File: config.mk
export PLATFORM = sky130hd
export DESIGN_NAME = core_interrupt_status
export DESIGN_NICKNAME = d
export VERILOG_FILES = /design/src/hw/irq_status_pkg.sv /design/src/hw/core_interrupt_status.sv
export SDC_FILE = /design/constraint.sdc
export NUM_CORES = 1
export LEC_CHECK = 0
export ABC_AREA = 1
export BUFFER_PORTS_ARGS = -buffer_cell sky130_fd_sc_hd__buf_4
export CAP_MARGIN = 0
export CELL_PAD_IN_SITES_DETAIL_PLACEMENT = 1
export CELL_PAD_IN_SITES_GLOBAL_PLACEMENT = 1
export CORE_ASPECT_RATIO = 0.8
export CORE_UTILIZATION = 39
export DETAILED_ROUTE_END_ITERATION = 8
export PLACE_DENSITY = 0.95
export SKIP_CTS_REPAIR_TIMING = 1
export SLEW_MARGIN = 10
export SYNTH_ARGS = -nofsm -noshare
export SYNTH_HDL_FRONTEND = slang
export SYNTH_SLANG_ARGS = --single-unit
File: constraint.sdc
create_clock -name aclk -period 3 [get_ports aclk]
set_input_delay 0.6 -clock aclk [delete_from_list [all_inputs] [get_ports aclk]]
set_output_delay 0.6 -clock aclk [all_outputs]
set_load 0.01 [all_outputs]
File: src/hw/irq_status_pkg.sv
// Constants, carrier types and state of the core interrupt status block
package irq_status_pkg;
  localparam logic [7:0]  CONTROL_OFFSET = 8'h00;
  localparam logic [7:0]  STATUS_OFFSET  = 8'h14;
  localparam logic [31:0] STATUS_RESET   = 32'h0000_0000;
  localparam logic [31:0] STICKY_MASK    = 32'h1873_FF00;
  localparam logic [1:0]  RESP_OKAY      = 2'h0;
  localparam logic [1:0]  RESP_SLVERR    = 2'h2;
  localparam int BIT_CONN_ID = 28;
  localparam int BIT_LPM     = 27;
  localparam int BIT_PTX_EMP = 26;
  localparam int BIT_HCH     = 25;
  localparam int BIT_FETCH   = 22;
  localparam int BIT_INCOMP  = 21;
  localparam int BIT_ISO_IN  = 20;
  localparam int BIT_OEP     = 19;
  localparam int BIT_IEP     = 18;
  localparam int BIT_MISMAT  = 17;
  localparam int BIT_RESTORE = 16;
  localparam int BIT_END_OF_PERIODIC_FRAME    = 15;
  localparam int BIT_ISODROP = 14;
  localparam int BIT_ENUM    = 13;
  localparam int BIT_BUSRST  = 12;
  localparam int BIT_SUSP    = 11;
  localparam int BIT_ESUSP   = 10;
  localparam int BIT_SERIAL  = 9;
  localparam int BIT_CARKIT  = 8;
  localparam int BIT_OUTNAK  = 7;
  localparam int BIT_INNAK   = 6;
  localparam int BIT_ROLE    = 0;
  localparam int CTL_WIDTH   = 13;
  localparam logic [CTL_WIDTH-1:0] CONTROL_RESET = 13'h0000;
  localparam logic [CTL_WIDTH-1:0] CONTROL_CMD_MASK = 13'h1E00;
  localparam int EARLY_SUSPEND_MS = 3;
  localparam int SUSPEND_MS       = 4;
  localparam int CLK_PERIOD_NS    = 10;
  localparam int EARLY_SUSPEND_CYCLES =
    EARLY_SUSPEND_MS * 1000000 / CLK_PERIOD_NS;
  localparam int SUSPEND_CYCLES = SUSPEND_MS * 1000000 / CLK_PERIOD_NS;

  // Software control word, command bits 12..9 read back as zero
  typedef struct packed {
    logic clear_global_in_nak;   // 12
    logic set_global_in_nak;     // 11
    logic clear_global_out_nak;  // 10
    logic set_global_out_nak;    // 9
    logic carkit_present;        // 8
    logic side_serial_present;   // 7
    logic restore_target_mode;   // 6
    logic hibernation_en;        // 5
    logic shared_fifo;           // 4
    logic scatter_gather;        // 3
    logic dma_mode;              // 2
    logic periodic_empty_level;  // 1: fully empty, 0: half empty
    logic link_power_capable;    // 0
  } ctl_t;

  // One-cycle event pulses from the rest of the core
  typedef struct packed {
    logic connector_identity_change;
    logic lpm_dev_accept;
    logic lpm_host_retry_done;
    logic lpm_host_reply_ok;
    logic fetch_stall;
    logic periodic_incomplete;
    logic endpoint_mismatch;
    logic restore_complete;
    logic periodic_frame_interval;
    logic iso_out_no_room;
    logic speed_enumeration_done;
    logic bus_reset_seen;
    logic side_serial_done;
    logic carkit_event;
    logic serial_carkit_event;
  } ev_t;

  // Level status from the rest of the core
  typedef struct packed {
    logic       ptx_half_empty;
    logic       ptx_full_empty;
    logic       preq_space;
    logic       iso_out_pending;
    logic       iso_in_pending;
    logic       line_idle;
    logic       out_path_idle;
    logic       ep_stall;
    logic       core_role;
    logic       carkit_uart_mode;
    logic       carkit_audio_mode;
  } lvl_t;

  typedef enum logic [1:0] {
    LINE_ACTIVE = 2'b00,
    LINE_EARLY  = 2'b01,
    LINE_SUSP   = 2'b10
  } line_state_t;

  typedef struct packed {
    logic        aw_got;
    logic [7:0]  aw_addr;
    logic        w_got;
    logic [31:0] w_data;
    logic [3:0]  w_strb;
    logic        bvalid;
    logic [1:0]  bresp;
    logic        rvalid;
    logic [31:0] rdata;
    logic [1:0]  rresp;
    logic [31:0] stat;
    ctl_t        ctl;
    logic        out_nak_req;
    logic        in_nak_req;
    line_state_t line;
    logic [19:0] idle_cnt;
    logic        iso_drop;
    logic        in_hs_nak;
    logic        in_hs_stall;
  } state_t;
endpackage

File: src/hw/core_interrupt_status.sv
// Upper core interrupt status word with AXI4-Lite register access
module core_interrupt_status
  import irq_status_pkg::*;
#(
  parameter int NUM_CH       = 16,
  parameter int NUM_EP       = 16,
  parameter int EARLY_CYCLES = EARLY_SUSPEND_CYCLES,
  parameter int SUSP_CYCLES  = SUSPEND_CYCLES
) (
  input  wire logic              aclk,                   // Clock
  input  wire logic              aresetn,                // Sync reset
  input  wire logic [7:0]        awaddr,                 // Write address
  input  wire logic              awvalid,                // Address valid
  output logic                   awready,                // Address taken
  input  wire logic [31:0]       wdata,                  // Write data
  input  wire logic [3:0]        wstrb,                  // Byte enables
  input  wire logic              wvalid,                 // Data valid
  output logic                   wready,                 // Data taken
  output logic [1:0]             bresp,                  // Write response
  output logic                   bvalid,                 // Response valid
  input  wire logic              bready,                 // Response taken
  input  wire logic [7:0]        araddr,                 // Read address
  input  wire logic              arvalid,                // Address valid
  output logic                   arready,                // Address taken
  output logic [31:0]            rdata,                  // Read data
  output logic [1:0]             rresp,                  // Read response
  output logic                   rvalid,                 // Read valid
  input  wire logic              rready,                 // Read taken
  input  wire ev_t               ev,                     // Event pulses
  input  wire lvl_t              lvl,                    // Status levels
  input  wire logic [NUM_CH-1:0] channel_interrupt,      // Per channel
  input  wire logic [NUM_EP-1:0] out_endpoint_interrupt, // Per OUT ep
  input  wire logic [NUM_EP-1:0] in_endpoint_interrupt,  // Per IN ep
  input  wire logic              soft_reset,             // Core soft reset
  output logic                   suspended,              // Suspend state
  output logic                   iso_packet_drop,        // Drop the packet
  output logic                   in_handshake_nak,       // Answer NAK
  output logic                   in_handshake_stall,     // Answer STALL
  output logic                   current_role            // 1 host, 0 device
);

  state_t s_reg;
  state_t s_next;

  // Expands byte enables into a bit mask
  function automatic logic [31:0] lane_mask(input logic [3:0] strb);
    logic [31:0] m;
    m = 32'h0000_0000;
    for (int i = 0; i < 4; i++) begin
      m[i*8 +: 8] = {8{strb[i]}};
    end
    return m;
  endfunction

  // Marks a mapped register offset
  function automatic logic mapped(input logic [7:0] addr);
    return (addr == STATUS_OFFSET) || (addr == CONTROL_OFFSET);
  endfunction

  logic        do_write;
  logic        wr_status;
  logic        wr_control;
  logic        do_read;
  logic [31:0] wmask;
  logic [31:0] clr;
  logic [31:0] set;
  logic [31:0] ro;
  logic        host;
  logic        out_nak_eff;
  logic        in_nak_eff;
  ctl_t        ctl_wr;

  // Register file access decode
  always_comb begin
    do_write   = s_reg.aw_got && s_reg.w_got && !s_reg.bvalid;
    wmask      = lane_mask(s_reg.w_strb);
    wr_status  = do_write && (s_reg.aw_addr == STATUS_OFFSET);
    wr_control = do_write && (s_reg.aw_addr == CONTROL_OFFSET);
    do_read    = arvalid && !s_reg.rvalid;
    ctl_wr     = ctl_t'((s_reg.w_data[CTL_WIDTH-1:0] & wmask[CTL_WIDTH-1:0])
               | (s_reg.ctl & ~wmask[CTL_WIDTH-1:0]));
    clr        = wr_status ? (s_reg.w_data & wmask & STICKY_MASK)
                           : 32'h0000_0000;
    host       = s_reg.stat[BIT_ROLE];
    out_nak_eff = s_reg.stat[BIT_OUTNAK];
    in_nak_eff  = s_reg.stat[BIT_INNAK];
  end

  // Event sources of the sticky flags
  always_comb begin
    set = 32'h0000_0000;
    set[BIT_CONN_ID] = ev.connector_identity_change;
    set[BIT_LPM]     = s_reg.ctl.link_power_capable
                     && (host ? (ev.lpm_host_retry_done
                                 || ev.lpm_host_reply_ok)
                              : ev.lpm_dev_accept);
    set[BIT_FETCH]   = ev.fetch_stall && s_reg.ctl.dma_mode;
    set[BIT_INCOMP]  = host ? ev.periodic_incomplete
                     : (ev.periodic_frame_interval
                        && lvl.iso_out_pending);
    set[BIT_ISO_IN]  = ev.periodic_frame_interval && lvl.iso_in_pending
                     && !s_reg.ctl.scatter_gather;
    set[BIT_MISMAT]  = ev.endpoint_mismatch
                     && s_reg.ctl.shared_fifo;
    set[BIT_RESTORE] = ev.restore_complete
                     && s_reg.ctl.hibernation_en;
    set[BIT_END_OF_PERIODIC_FRAME]    = ev.periodic_frame_interval;
    set[BIT_ISODROP] = ev.iso_out_no_room;
    set[BIT_ENUM]    = ev.speed_enumeration_done;
    set[BIT_BUSRST]  = ev.bus_reset_seen;
    set[BIT_SUSP]    = (s_reg.line != LINE_SUSP) && lvl.line_idle
                     && (32'(s_reg.idle_cnt) >= 32'(SUSP_CYCLES - 1));
    set[BIT_ESUSP]   = (s_reg.line == LINE_ACTIVE) && lvl.line_idle
                     && (32'(s_reg.idle_cnt) >= 32'(EARLY_CYCLES - 1));
    set[BIT_SERIAL]  = ev.side_serial_done
                     && s_reg.ctl.side_serial_present;
    set[BIT_CARKIT]  = s_reg.ctl.carkit_present
                     && ((ev.carkit_event
                          && (lvl.carkit_uart_mode
                              || lvl.carkit_audio_mode))
                         || (ev.serial_carkit_event
                             && lvl.carkit_audio_mode));
  end

  // Read-only summary and state bits
  always_comb begin
    ro = 32'h0000_0000;
    ro[BIT_PTX_EMP] = lvl.preq_space
                    && (s_reg.ctl.periodic_empty_level
                        ? lvl.ptx_full_empty
                        : lvl.ptx_half_empty);
    ro[BIT_HCH] = host && (|channel_interrupt);
    ro[BIT_OEP] = !host && (|out_endpoint_interrupt);
    ro[BIT_IEP] = !host && (|in_endpoint_interrupt);
    ro[BIT_OUTNAK] = !(wr_control && ctl_wr.clear_global_out_nak)
                   && (out_nak_eff
                       || (s_reg.out_nak_req && lvl.out_path_idle));
    ro[BIT_INNAK]  = !(wr_control && ctl_wr.clear_global_in_nak)
                   && (in_nak_eff || s_reg.in_nak_req);
    ro[BIT_ROLE] = (ev.restore_complete && s_reg.ctl.hibernation_en)
                 ? s_reg.ctl.restore_target_mode
                 : lvl.core_role;
  end

  // Next state of the whole block
  always_comb begin
    s_next = s_reg;
    // Write address and data are taken in either order
    if (awvalid && !s_reg.aw_got) begin
      s_next.aw_got  = 1'b1;
      s_next.aw_addr = awaddr;
    end
    if (wvalid && !s_reg.w_got) begin
      s_next.w_got  = 1'b1;
      s_next.w_data = wdata;
      s_next.w_strb = wstrb;
    end
    if (do_write) begin
      s_next.aw_got = 1'b0;
      s_next.w_got  = 1'b0;
      s_next.bvalid = 1'b1;
      s_next.bresp  = mapped(s_reg.aw_addr) ? RESP_OKAY : RESP_SLVERR;
    end
    if (s_reg.bvalid && bready) begin
      s_next.bvalid = 1'b0;
    end
    // Read answers one cycle after the address is taken
    if (do_read) begin
      s_next.rvalid = 1'b1;
      s_next.rresp  = mapped(araddr) ? RESP_OKAY : RESP_SLVERR;
      if (araddr == STATUS_OFFSET) begin
        s_next.rdata = s_reg.stat;
      end else if (araddr == CONTROL_OFFSET) begin
        s_next.rdata = {{(32-CTL_WIDTH){1'b0}},
                        s_reg.ctl & ~CONTROL_CMD_MASK};
      end else begin
        s_next.rdata = 32'h0000_0000;
      end
    end else if (s_reg.rvalid && rready) begin
      s_next.rvalid = 1'b0;
    end
    // Control word, command bits act once and never store
    if (wr_control) begin
      s_next.ctl = ctl_t'(ctl_wr & ~CONTROL_CMD_MASK);
    end
    // Global NAK requests wait until they take effect
    if (wr_control && ctl_wr.set_global_out_nak) begin
      s_next.out_nak_req = 1'b1;
    end
    if (wr_control && ctl_wr.clear_global_out_nak) begin
      s_next.out_nak_req = 1'b0;
    end
    if (wr_control && ctl_wr.set_global_in_nak) begin
      s_next.in_nak_req = 1'b1;
    end
    if (wr_control && ctl_wr.clear_global_in_nak) begin
      s_next.in_nak_req = 1'b0;
    end
    // Sticky flags: a new event wins over a same-cycle clear
    s_next.stat = ((s_reg.stat & STICKY_MASK & ~clr) | set)
                | ro;
    // Line idle timing and suspend state
    if (!lvl.line_idle) begin
      s_next.idle_cnt = 20'h0_0000;
      s_next.line     = LINE_ACTIVE;
    end else begin
      if (32'(s_reg.idle_cnt) < 32'(SUSP_CYCLES)) begin
        s_next.idle_cnt = s_reg.idle_cnt + 20'h0_0001;
      end
      if (set[BIT_ESUSP]) begin
        s_next.line = LINE_EARLY;
      end
      if (set[BIT_SUSP]) begin
        s_next.line = LINE_SUSP;
      end
    end
    if (set[BIT_RESTORE]) begin
      s_next.line     = LINE_ACTIVE;
      s_next.idle_cnt = 20'h0_0000;
    end
    s_next.iso_drop    = ev.iso_out_no_room;
    s_next.in_hs_stall = lvl.ep_stall;
    s_next.in_hs_nak   = ro[BIT_INNAK] && !lvl.ep_stall;
    // Core soft reset clears the flags and the NAK requests
    if (soft_reset) begin
      s_next.stat        = (STATUS_RESET & ~STICKY_MASK) | ro;
      s_next.out_nak_req = 1'b0;
      s_next.in_nak_req  = 1'b0;
      s_next.stat[BIT_OUTNAK] = 1'b0;
      s_next.stat[BIT_INNAK]  = 1'b0;
      s_next.line        = LINE_ACTIVE;
      s_next.idle_cnt    = 20'h0_0000;
    end
  end

  // State register
  always_ff @(posedge aclk) begin
    if (!aresetn) begin
      s_reg         <= '0;
      s_reg.stat    <= STATUS_RESET;
      s_reg.ctl     <= ctl_t'(CONTROL_RESET);
      s_reg.line    <= LINE_ACTIVE;
      s_reg.bresp   <= RESP_OKAY;
      s_reg.rresp   <= RESP_OKAY;
    end else begin
      s_reg <= s_next;
    end
  end

  // Outputs straight from the state register
  assign awready            = !s_reg.aw_got;
  assign wready             = !s_reg.w_got;
  assign bvalid             = s_reg.bvalid;
  assign bresp              = s_reg.bresp;
  assign arready            = !s_reg.rvalid;
  assign rvalid             = s_reg.rvalid;
  assign rdata              = s_reg.rdata;
  assign rresp              = s_reg.rresp;
  assign suspended          = (s_reg.line == LINE_SUSP);
  assign iso_packet_drop    = s_reg.iso_drop;
  assign in_handshake_nak   = s_reg.in_hs_nak;
  assign in_handshake_stall = s_reg.in_hs_stall;
  assign current_role       = s_reg.stat[BIT_ROLE];

endmodule

==> results of run 1 <==
## through the flow
stage	setup slack, ps	area, um2	utilization	hold WS (ps)
after floorplan	1456	5704	-	430.0
after global placement	669.5	6773	0.4753	445.0
after detailed placement	502.5	6773	0.4753	454.6
after CTS	783.1	7363	0.5168	364.2
after global routing	549.9	7363	0.5168	388.8
final	766.0	7363	0.5168	374.4
## worst max-delay path, delay by kind of cell, from the launching register on
| family | cells | cell delay [ps] |
|---|---|---|
| flip-flops | 1 | 330 |
| buffers and inverters | 2 | 810 |
| AO/OA/AOI/OAI | 1 | 500 |
| AND/OR/NAND/NOR | 2 | 410 |
## Yosys cell counts, drive strengths merged
master | number | share of area
o211ai | 1 | 0.0013
o21ai | 93 | 0.082
o21ba | 2 | 0.0035
nor4 | 13 | 0.017
conb | 1 | 0.00066
and3 | 2 | 0.0022
xor2 | 7 | 0.011
a21oi | 64 | 0.060
ha | 1 | 0.0022
nor3 | 25 | 0.027
xnor2 | 3 | 0.0046
a211oi | 1 | 0.0013
buf | 47 | 0.063
nand3b | 1 | 0.0013
nand3 | 24 | 0.021
nand4 | 4 | 0.0044
clkinv | 3 | 0.0020
clkbuf | 16 | 0.011
o21a | 1 | 0.0013
nor2 | 156 | 0.11
nand2 | 130 | 0.089
inv | 61 | 0.041
or2 | 1 | 0.0011
dfxtp | 126 | 0.44
## cell type report
class / instances / area share
clock buffers: 20 / 0.06066
clock inverters: 12 / 0.01954
inverters: 64 / 0.03330
multi-input cells: 536 / 0.3424
flip-flops and latches: 126 / 0.3426
well taps: 184 / 0.03127
repair buffers: 167 / 0.1703
## final timing paths
check / from / endpoint / slack [ps] / cells after the start
setup / recovery: rvalid / rdata[26] / 770 / 5
hold / removal: bready / bvalid / 370 / 2
setup reg to reg: rvalid / rdata[26] / 770 / 5
hold reg to reg: s_reg[147] / s_reg[147] / 460 / 2
## power by group
| part | switching [mW] | internal, mW | total, mW |
|---|---|---|---|
| Combinational | 0.234 | 0.197 | 0.431 |
| Clock | 0.775 | 1.32 | 2.09 |
| Sequential | 0.0512 | 1.75 | 1.80 |
## routing by layer
metal	GRT usage	share of wire	vias to the layer above	wire [um]
li1	-	-	2752	-
met1	0.3442	0.42	2874	8556
met2	0.4506	0.48	248	9755
met3	0.06870	0.071	54	1438
met4	0.1264	0.031	0	631
met5	0	0	-	0
## logic make-up (layout without fill, tap and decap cells)
kind of cell,Yosys count,count (layout),share of synthesized area
AO/OA/AOI/OAI,162,162,0.1498
AND/OR/NAND/NOR,356,356,0.2717
other,1,7,0.0006600
XOR/XNOR,10,10,0.01542
flip-flops,126,126,0.4440
buffers and inverters,127,263,0.1163
adder cells (fa/ha/maj),1,1,0.002202
==> summary.md, run 1 <==
| Metric | Value |
|---|---|
| Synthesis-stage register bit count | ~130 |
| Total area of multi-input combinational cells | about 2500 um2 |
| Number of global-route vias before repair | approximately 6000 |
| Ratio of cells with drive above 1 in the final layout | 0.2454 |
| Count of input and output buffers | about 160 |
| Slowest CP cell | sky130_fd_sc_hd__clkinv_1 |
| Insertion delay to the later sink of the worst-skew pair | about 420 ps |
| Cell area after technology mapping | 5682 um2 |
| Max reg flops | 80 |
| Routed length per placed instance | 18.38 um |
| CTS max path bufs | 2 |
| Vias after detailed routing | 5928 |
| Congestion Overflow GR | 0 |
| Die Wd | about 140 um |
| Final-stage net count | between 1000 and 1500 |
| Fill cell instance count of the final layout | between 1500 and 2000 |
| Placed wire-length estimate | 13.69 mm |
| Clock buffer count from CTS | 17 |
| Post-Place Cells | ~1100 |
| Total clock sinks | about 130 |
| Number of standard cells after synthesis | roughly 780 |
| Critical setup path kind | register to register |
| Overall die area | between 15000 and 20000 um2 |
| Root Buffer Master | sky130_fd_sc_hd__clkbuf_16 |
| Final Hold Viols | 0 |
| Maximum fanout count along the critical path | 28 |
| First-pass GRT wire length | 31.11 mm |
| Detailed Routing Iterations Pass 1 | 5 |
| Total core area | about 14000 um2 |
| Via density per instance | roughly 5.3 |
| Worst max-slew margin expressed relative to the limit | 0.3808 |
| Depth of the CTS H-tree | 4 |
| Critical Path AT | approximately 2500 ps |
| Max-slew violation count | 0 |
| Layout Skew | between 8 and 9 ps |
| CP Launch Type | register |
| Largest vdd supply drop | ~430 uV |
| Crit path largest cell delay | about 740 ps |
| Global routing usage summed across all routing layers | 0.2764 |
| Hold crit path type | input port to register |
| I/O pin count | 180 |
| Mean instance size in the synthesized netlist | approximately 7.3 um2 |
| Antenna diodes | 0 |
| Area taken by flip-flops and latches | between 2000 and 3000 um2 |
| Crit path cell chain | inv_1 > nand2_1 > clkinv_1 > o21ai_0 > nor3_1 |
| Commonest non-fill, non-tap cell in the layout | sky130_fd_sc_hd__buf_4 |
| Run status | complete, no violations |
| ANT nets after route | 0 |
| Remaining routing DRC violations | 0 |
| Antenna violations before repair | 0 |
| Setup violations, final | 0 |
| Fraction of the cycle the final worst path needs | 0.7447 |
| Final std cells w/o fill | about 1100 |
| Critical Path Sink Type | register |
| Required time reported for the critical path endpoint | roughly 3300 ps |
| Die extent in y | approximately 110 um |
| Most frequent cells in the layout | sky130_fd_sc_hd__buf_4 (167), sky130_fd_sc_hd__nor2_1 (148), sky130_fd_sc_hd__nand2_1 (126), sky130_fd_sc_hd__dfxtp_1 (126), sky130_fd_sc_hd__o21ai_0 (83) |
| DRC violation total after the first TritonRoute iteration | approximately 430 |
| Count of distinct cell types in the synthesized netlist | 40 |
| Sum of negative setup slack | 0 ps |
| Pin count of the biggest net entering global routing | 70 |
| Total of max-cap violations | 0 |
| CTS tree | built |
| Yosys warnings | 0 |
| P_leak | between 3 and 4 nW |
| Power consumption | roughly 4.3 mW |
| Final critical delay including setup and external delays | around 2200 ps |
| Maximum clock frequency | 0.4476 GHz |
| Clk pin slew, worst setup/hold paths | 60 ps |
| RSZ-0062 raised after global routing | false |
| Sequential element share of the synthesized area | 0.4440 |
| Aggregate routed wire length | 20.38 mm |
| Initial Util | 0.3988 |
| Row count | 39 |
| Routability-driven placement congestion ratio | between 0.9 and 1 |
| Worst Tran Pin Value | between 900 and 1000 ps |
| Power density over the cells | 587.3 nW/um2 |
| Post-synthesis to final-layout area growth | 29.60% |
Note: power is estimated with default switching activity, not from simulation.
==> run 2: changes to the inputs <==
--- a/config.mk
+++ b/config.mk
@@ -11,9 +11,9 @@
 export CELL_PAD_IN_SITES_DETAIL_PLACEMENT = 1
 export CELL_PAD_IN_SITES_GLOBAL_PLACEMENT = 1
 export CORE_ASPECT_RATIO = 0.8
-export CORE_UTILIZATION = 39
+export CORE_UTILIZATION = 32
 export DETAILED_ROUTE_END_ITERATION = 8
-export PLACE_DENSITY = 0.95
+export PLACE_DENSITY = 0.84
 export SKIP_CTS_REPAIR_TIMING = 1
 export SLEW_MARGIN = 10
 export SYNTH_ARGS = -nofsm -noshare
==> constraint.sdc (replaced) <==
create_clock -name aclk -period 1.9 [get_ports aclk]
set_input_delay 0.38 -clock aclk [delete_from_list [all_inputs] [get_ports aclk]]
set_output_delay 0.38 -clock aclk [all_outputs]
set_load 0.01 [all_outputs]
==> summary.md, run 2 (same netlist as run 1, synthesis figures left out) <==
| Metric | Value |
|---|---|
| RSZ-0062 raised after global routing | false |
| Fraction of met1 tracks used by global routing | 0.2769 |
| Critical Path Sink Type | register |
| I/O pin count | 180 |
| Via density per instance | 4.854 |
| Run status | complete, no violations |
| Busiest grt layer | met2 |
| Total area of multi-input combinational cells | ~2500 um2 |
| P_leak | ~3.2 nW |
| Final critical delay including setup and external delays | ~1700 ps |
| Met2 GRT Util | 0.3308 |
| Remaining routing DRC violations | 0 |
| Pre-CTS setup slack | 185.8 ps |
| Worst Tran Pin Value | 837.4 ps |
| Die extent in y | 121.2 um |
| Clock buffer count from CTS | 17 |
| FF-to-FF setup slack | 200 ps |
| First-pass GRT wire length | between 20 and 30 mm |
| Total placed instance area | approximately 7000 um2 |
| Overall die area | 18300 um2 |
| Final std cells w/o fill | between 1000 and 1500 |
| Count of input and output buffers | ~160 |
| Vias after detailed routing | roughly 5600 |
| Max-slew violation count | 0 |
| Area of all placed cells without fillers | roughly 7500 um2 |
| Utilization of the core after routing | 0.4306 |
| Power density over the cells | between 800 and 900 nW/um2 |
| Met3 Use GR | 0.05902 |
| Final-stage net count | ~1100 |
| Maximum fanout count along the critical path | 4 |
| Antenna violations before repair | 0 |
| Total core area | about 17000 um2 |
| Commonest non-fill, non-tap cell in the layout | sky130_fd_sc_hd__buf_4 |
| Ratio of cells with drive above 1 in the final layout | 0.2492 |
| Antenna diodes | 0 |
| Largest vdd supply drop | approximately 600 uV |
| Aggregate routed wire length | between 15 and 20 mm |
| Clk pin slew, worst setup/hold paths | 60 ps |
| Hold crit path type | input port to register |
| CTS max path bufs | 2 |
| Total clock sinks | around 130 |
| Die Wd | 151.0 um |
| DRC violation total after the first TritonRoute iteration | ~240 |
| Fill cell instance count of the final layout | ~2200 |
| Detailed Routing Iterations Pass 1 | 4 |
| Depth of the CTS H-tree | 4 |
| Initial Util | 0.3269 |
| Row count | 43 |
| Post-Place Cells | about 1100 |
| Total of max-cap violations | 0 |
| Sum of negative setup slack | 0 ps |
| CTS tree | built |
| Final Hold Viols | 0 |
| Routability-driven placement congestion ratio | between 0.8 and 0.9 |
| Number of global-route vias before repair | 5821 |
| Congestion Overflow GR | 0 |
| Root Buffer Master | sky130_fd_sc_hd__clkbuf_16 |
| Placed wire-length estimate | 13.22 mm |
| Required time reported for the critical path endpoint | roughly 2300 ps |
| Setup violations, final | 0 |
| Global routing usage summed across all routing layers | 0.2119 |
| Maximum clock frequency | around 0.59 GHz |
| Max reg flops | 80 |
| Insertion delay to the later sink of the worst-skew pair | about 420 ps |
| Post-synthesis to final-layout area growth | 31.71% |
| Critical setup path kind | register to register |
| Most frequent cells in the layout | sky130_fd_sc_hd__buf_4 (176), sky130_fd_sc_hd__nor2_1 (148), sky130_fd_sc_hd__nand2_1 (126), sky130_fd_sc_hd__dfxtp_1 (126), sky130_fd_sc_hd__o21ai_0 (83) |
| Pin count of the biggest net entering global routing | 58 |
| Power consumption | about 6.7 mW |
| Post-route setup slack | 196.5 ps |
| Fraction of the cycle the final worst path needs | 0.8966 |
| Routed length per placed instance | approximately 16 um |
| Worst hold slack after final layout | 145.2 ps |
| Area taken by flip-flops and latches | approximately 2500 um2 |
| Layout Skew | ~12 ps |
| Critical Path AT | between 2000 and 2500 ps |
| CP Launch Type | register |
| ANT nets after route | 0 |
| Worst max-slew margin expressed relative to the limit | 0.4411 |
[run 2: changes by cell type in the layout (fill, tap and decap cells not counted), sizes merged]
cell	delta
clkinv	-4
bufinv	-1
clkbuf	+6
buf	+10
clkinvlp	-1
[run 2: report_power, final]
part	leakage, nW	switching [mW]	internal [mW]	total [mW]
Clock	0.278	1.16	2.03	3.19
Combinational	1.89	0.350	0.328	0.678
Sequential	1.03	0.0737	2.76	2.83
[run 2: critical path, stage by stage (launching register included)]
cell	delay, ps
sky130_fd_sc_hd__dfxtp_1	380
sky130_fd_sc_hd__ha_1	210
sky130_fd_sc_hd__nand3_1	170
sky130_fd_sc_hd__nor2_1	280
sky130_fd_sc_hd__nand3_1	180
sky130_fd_sc_hd__xnor2_1	200
sky130_fd_sc_hd__nand2_1	80
sky130_fd_sc_hd__a21oi_1	120
[run 2: final timing paths]
path / from / cells past startpoint / end
min reg2reg: s_reg[147] / 2 / s_reg[147]
min: bready / 2 / bvalid
max: s_reg[3] / 7 / s_reg[17]
max reg2reg: s_reg[3] / 7 / s_reg[17]
[run 2: routing by layer]
metal  wire [um]  vias up  part of all wire
li1            -     2781                 -
met1        8551     2661              0.46
met2        8373      164              0.45
met3        1270       25             0.068
met4         348        0             0.019
met5           0        -                 0
[run 2: area by class of cell]
class                      instances  area share
multi-input combinational        536      0.3369
clock inverter                     6     0.01103
sequential                       126      0.3371
tap                              225     0.03762
inverter                          64     0.03277
clock buffer                      26     0.06537
timing repair buffer             177      0.1792
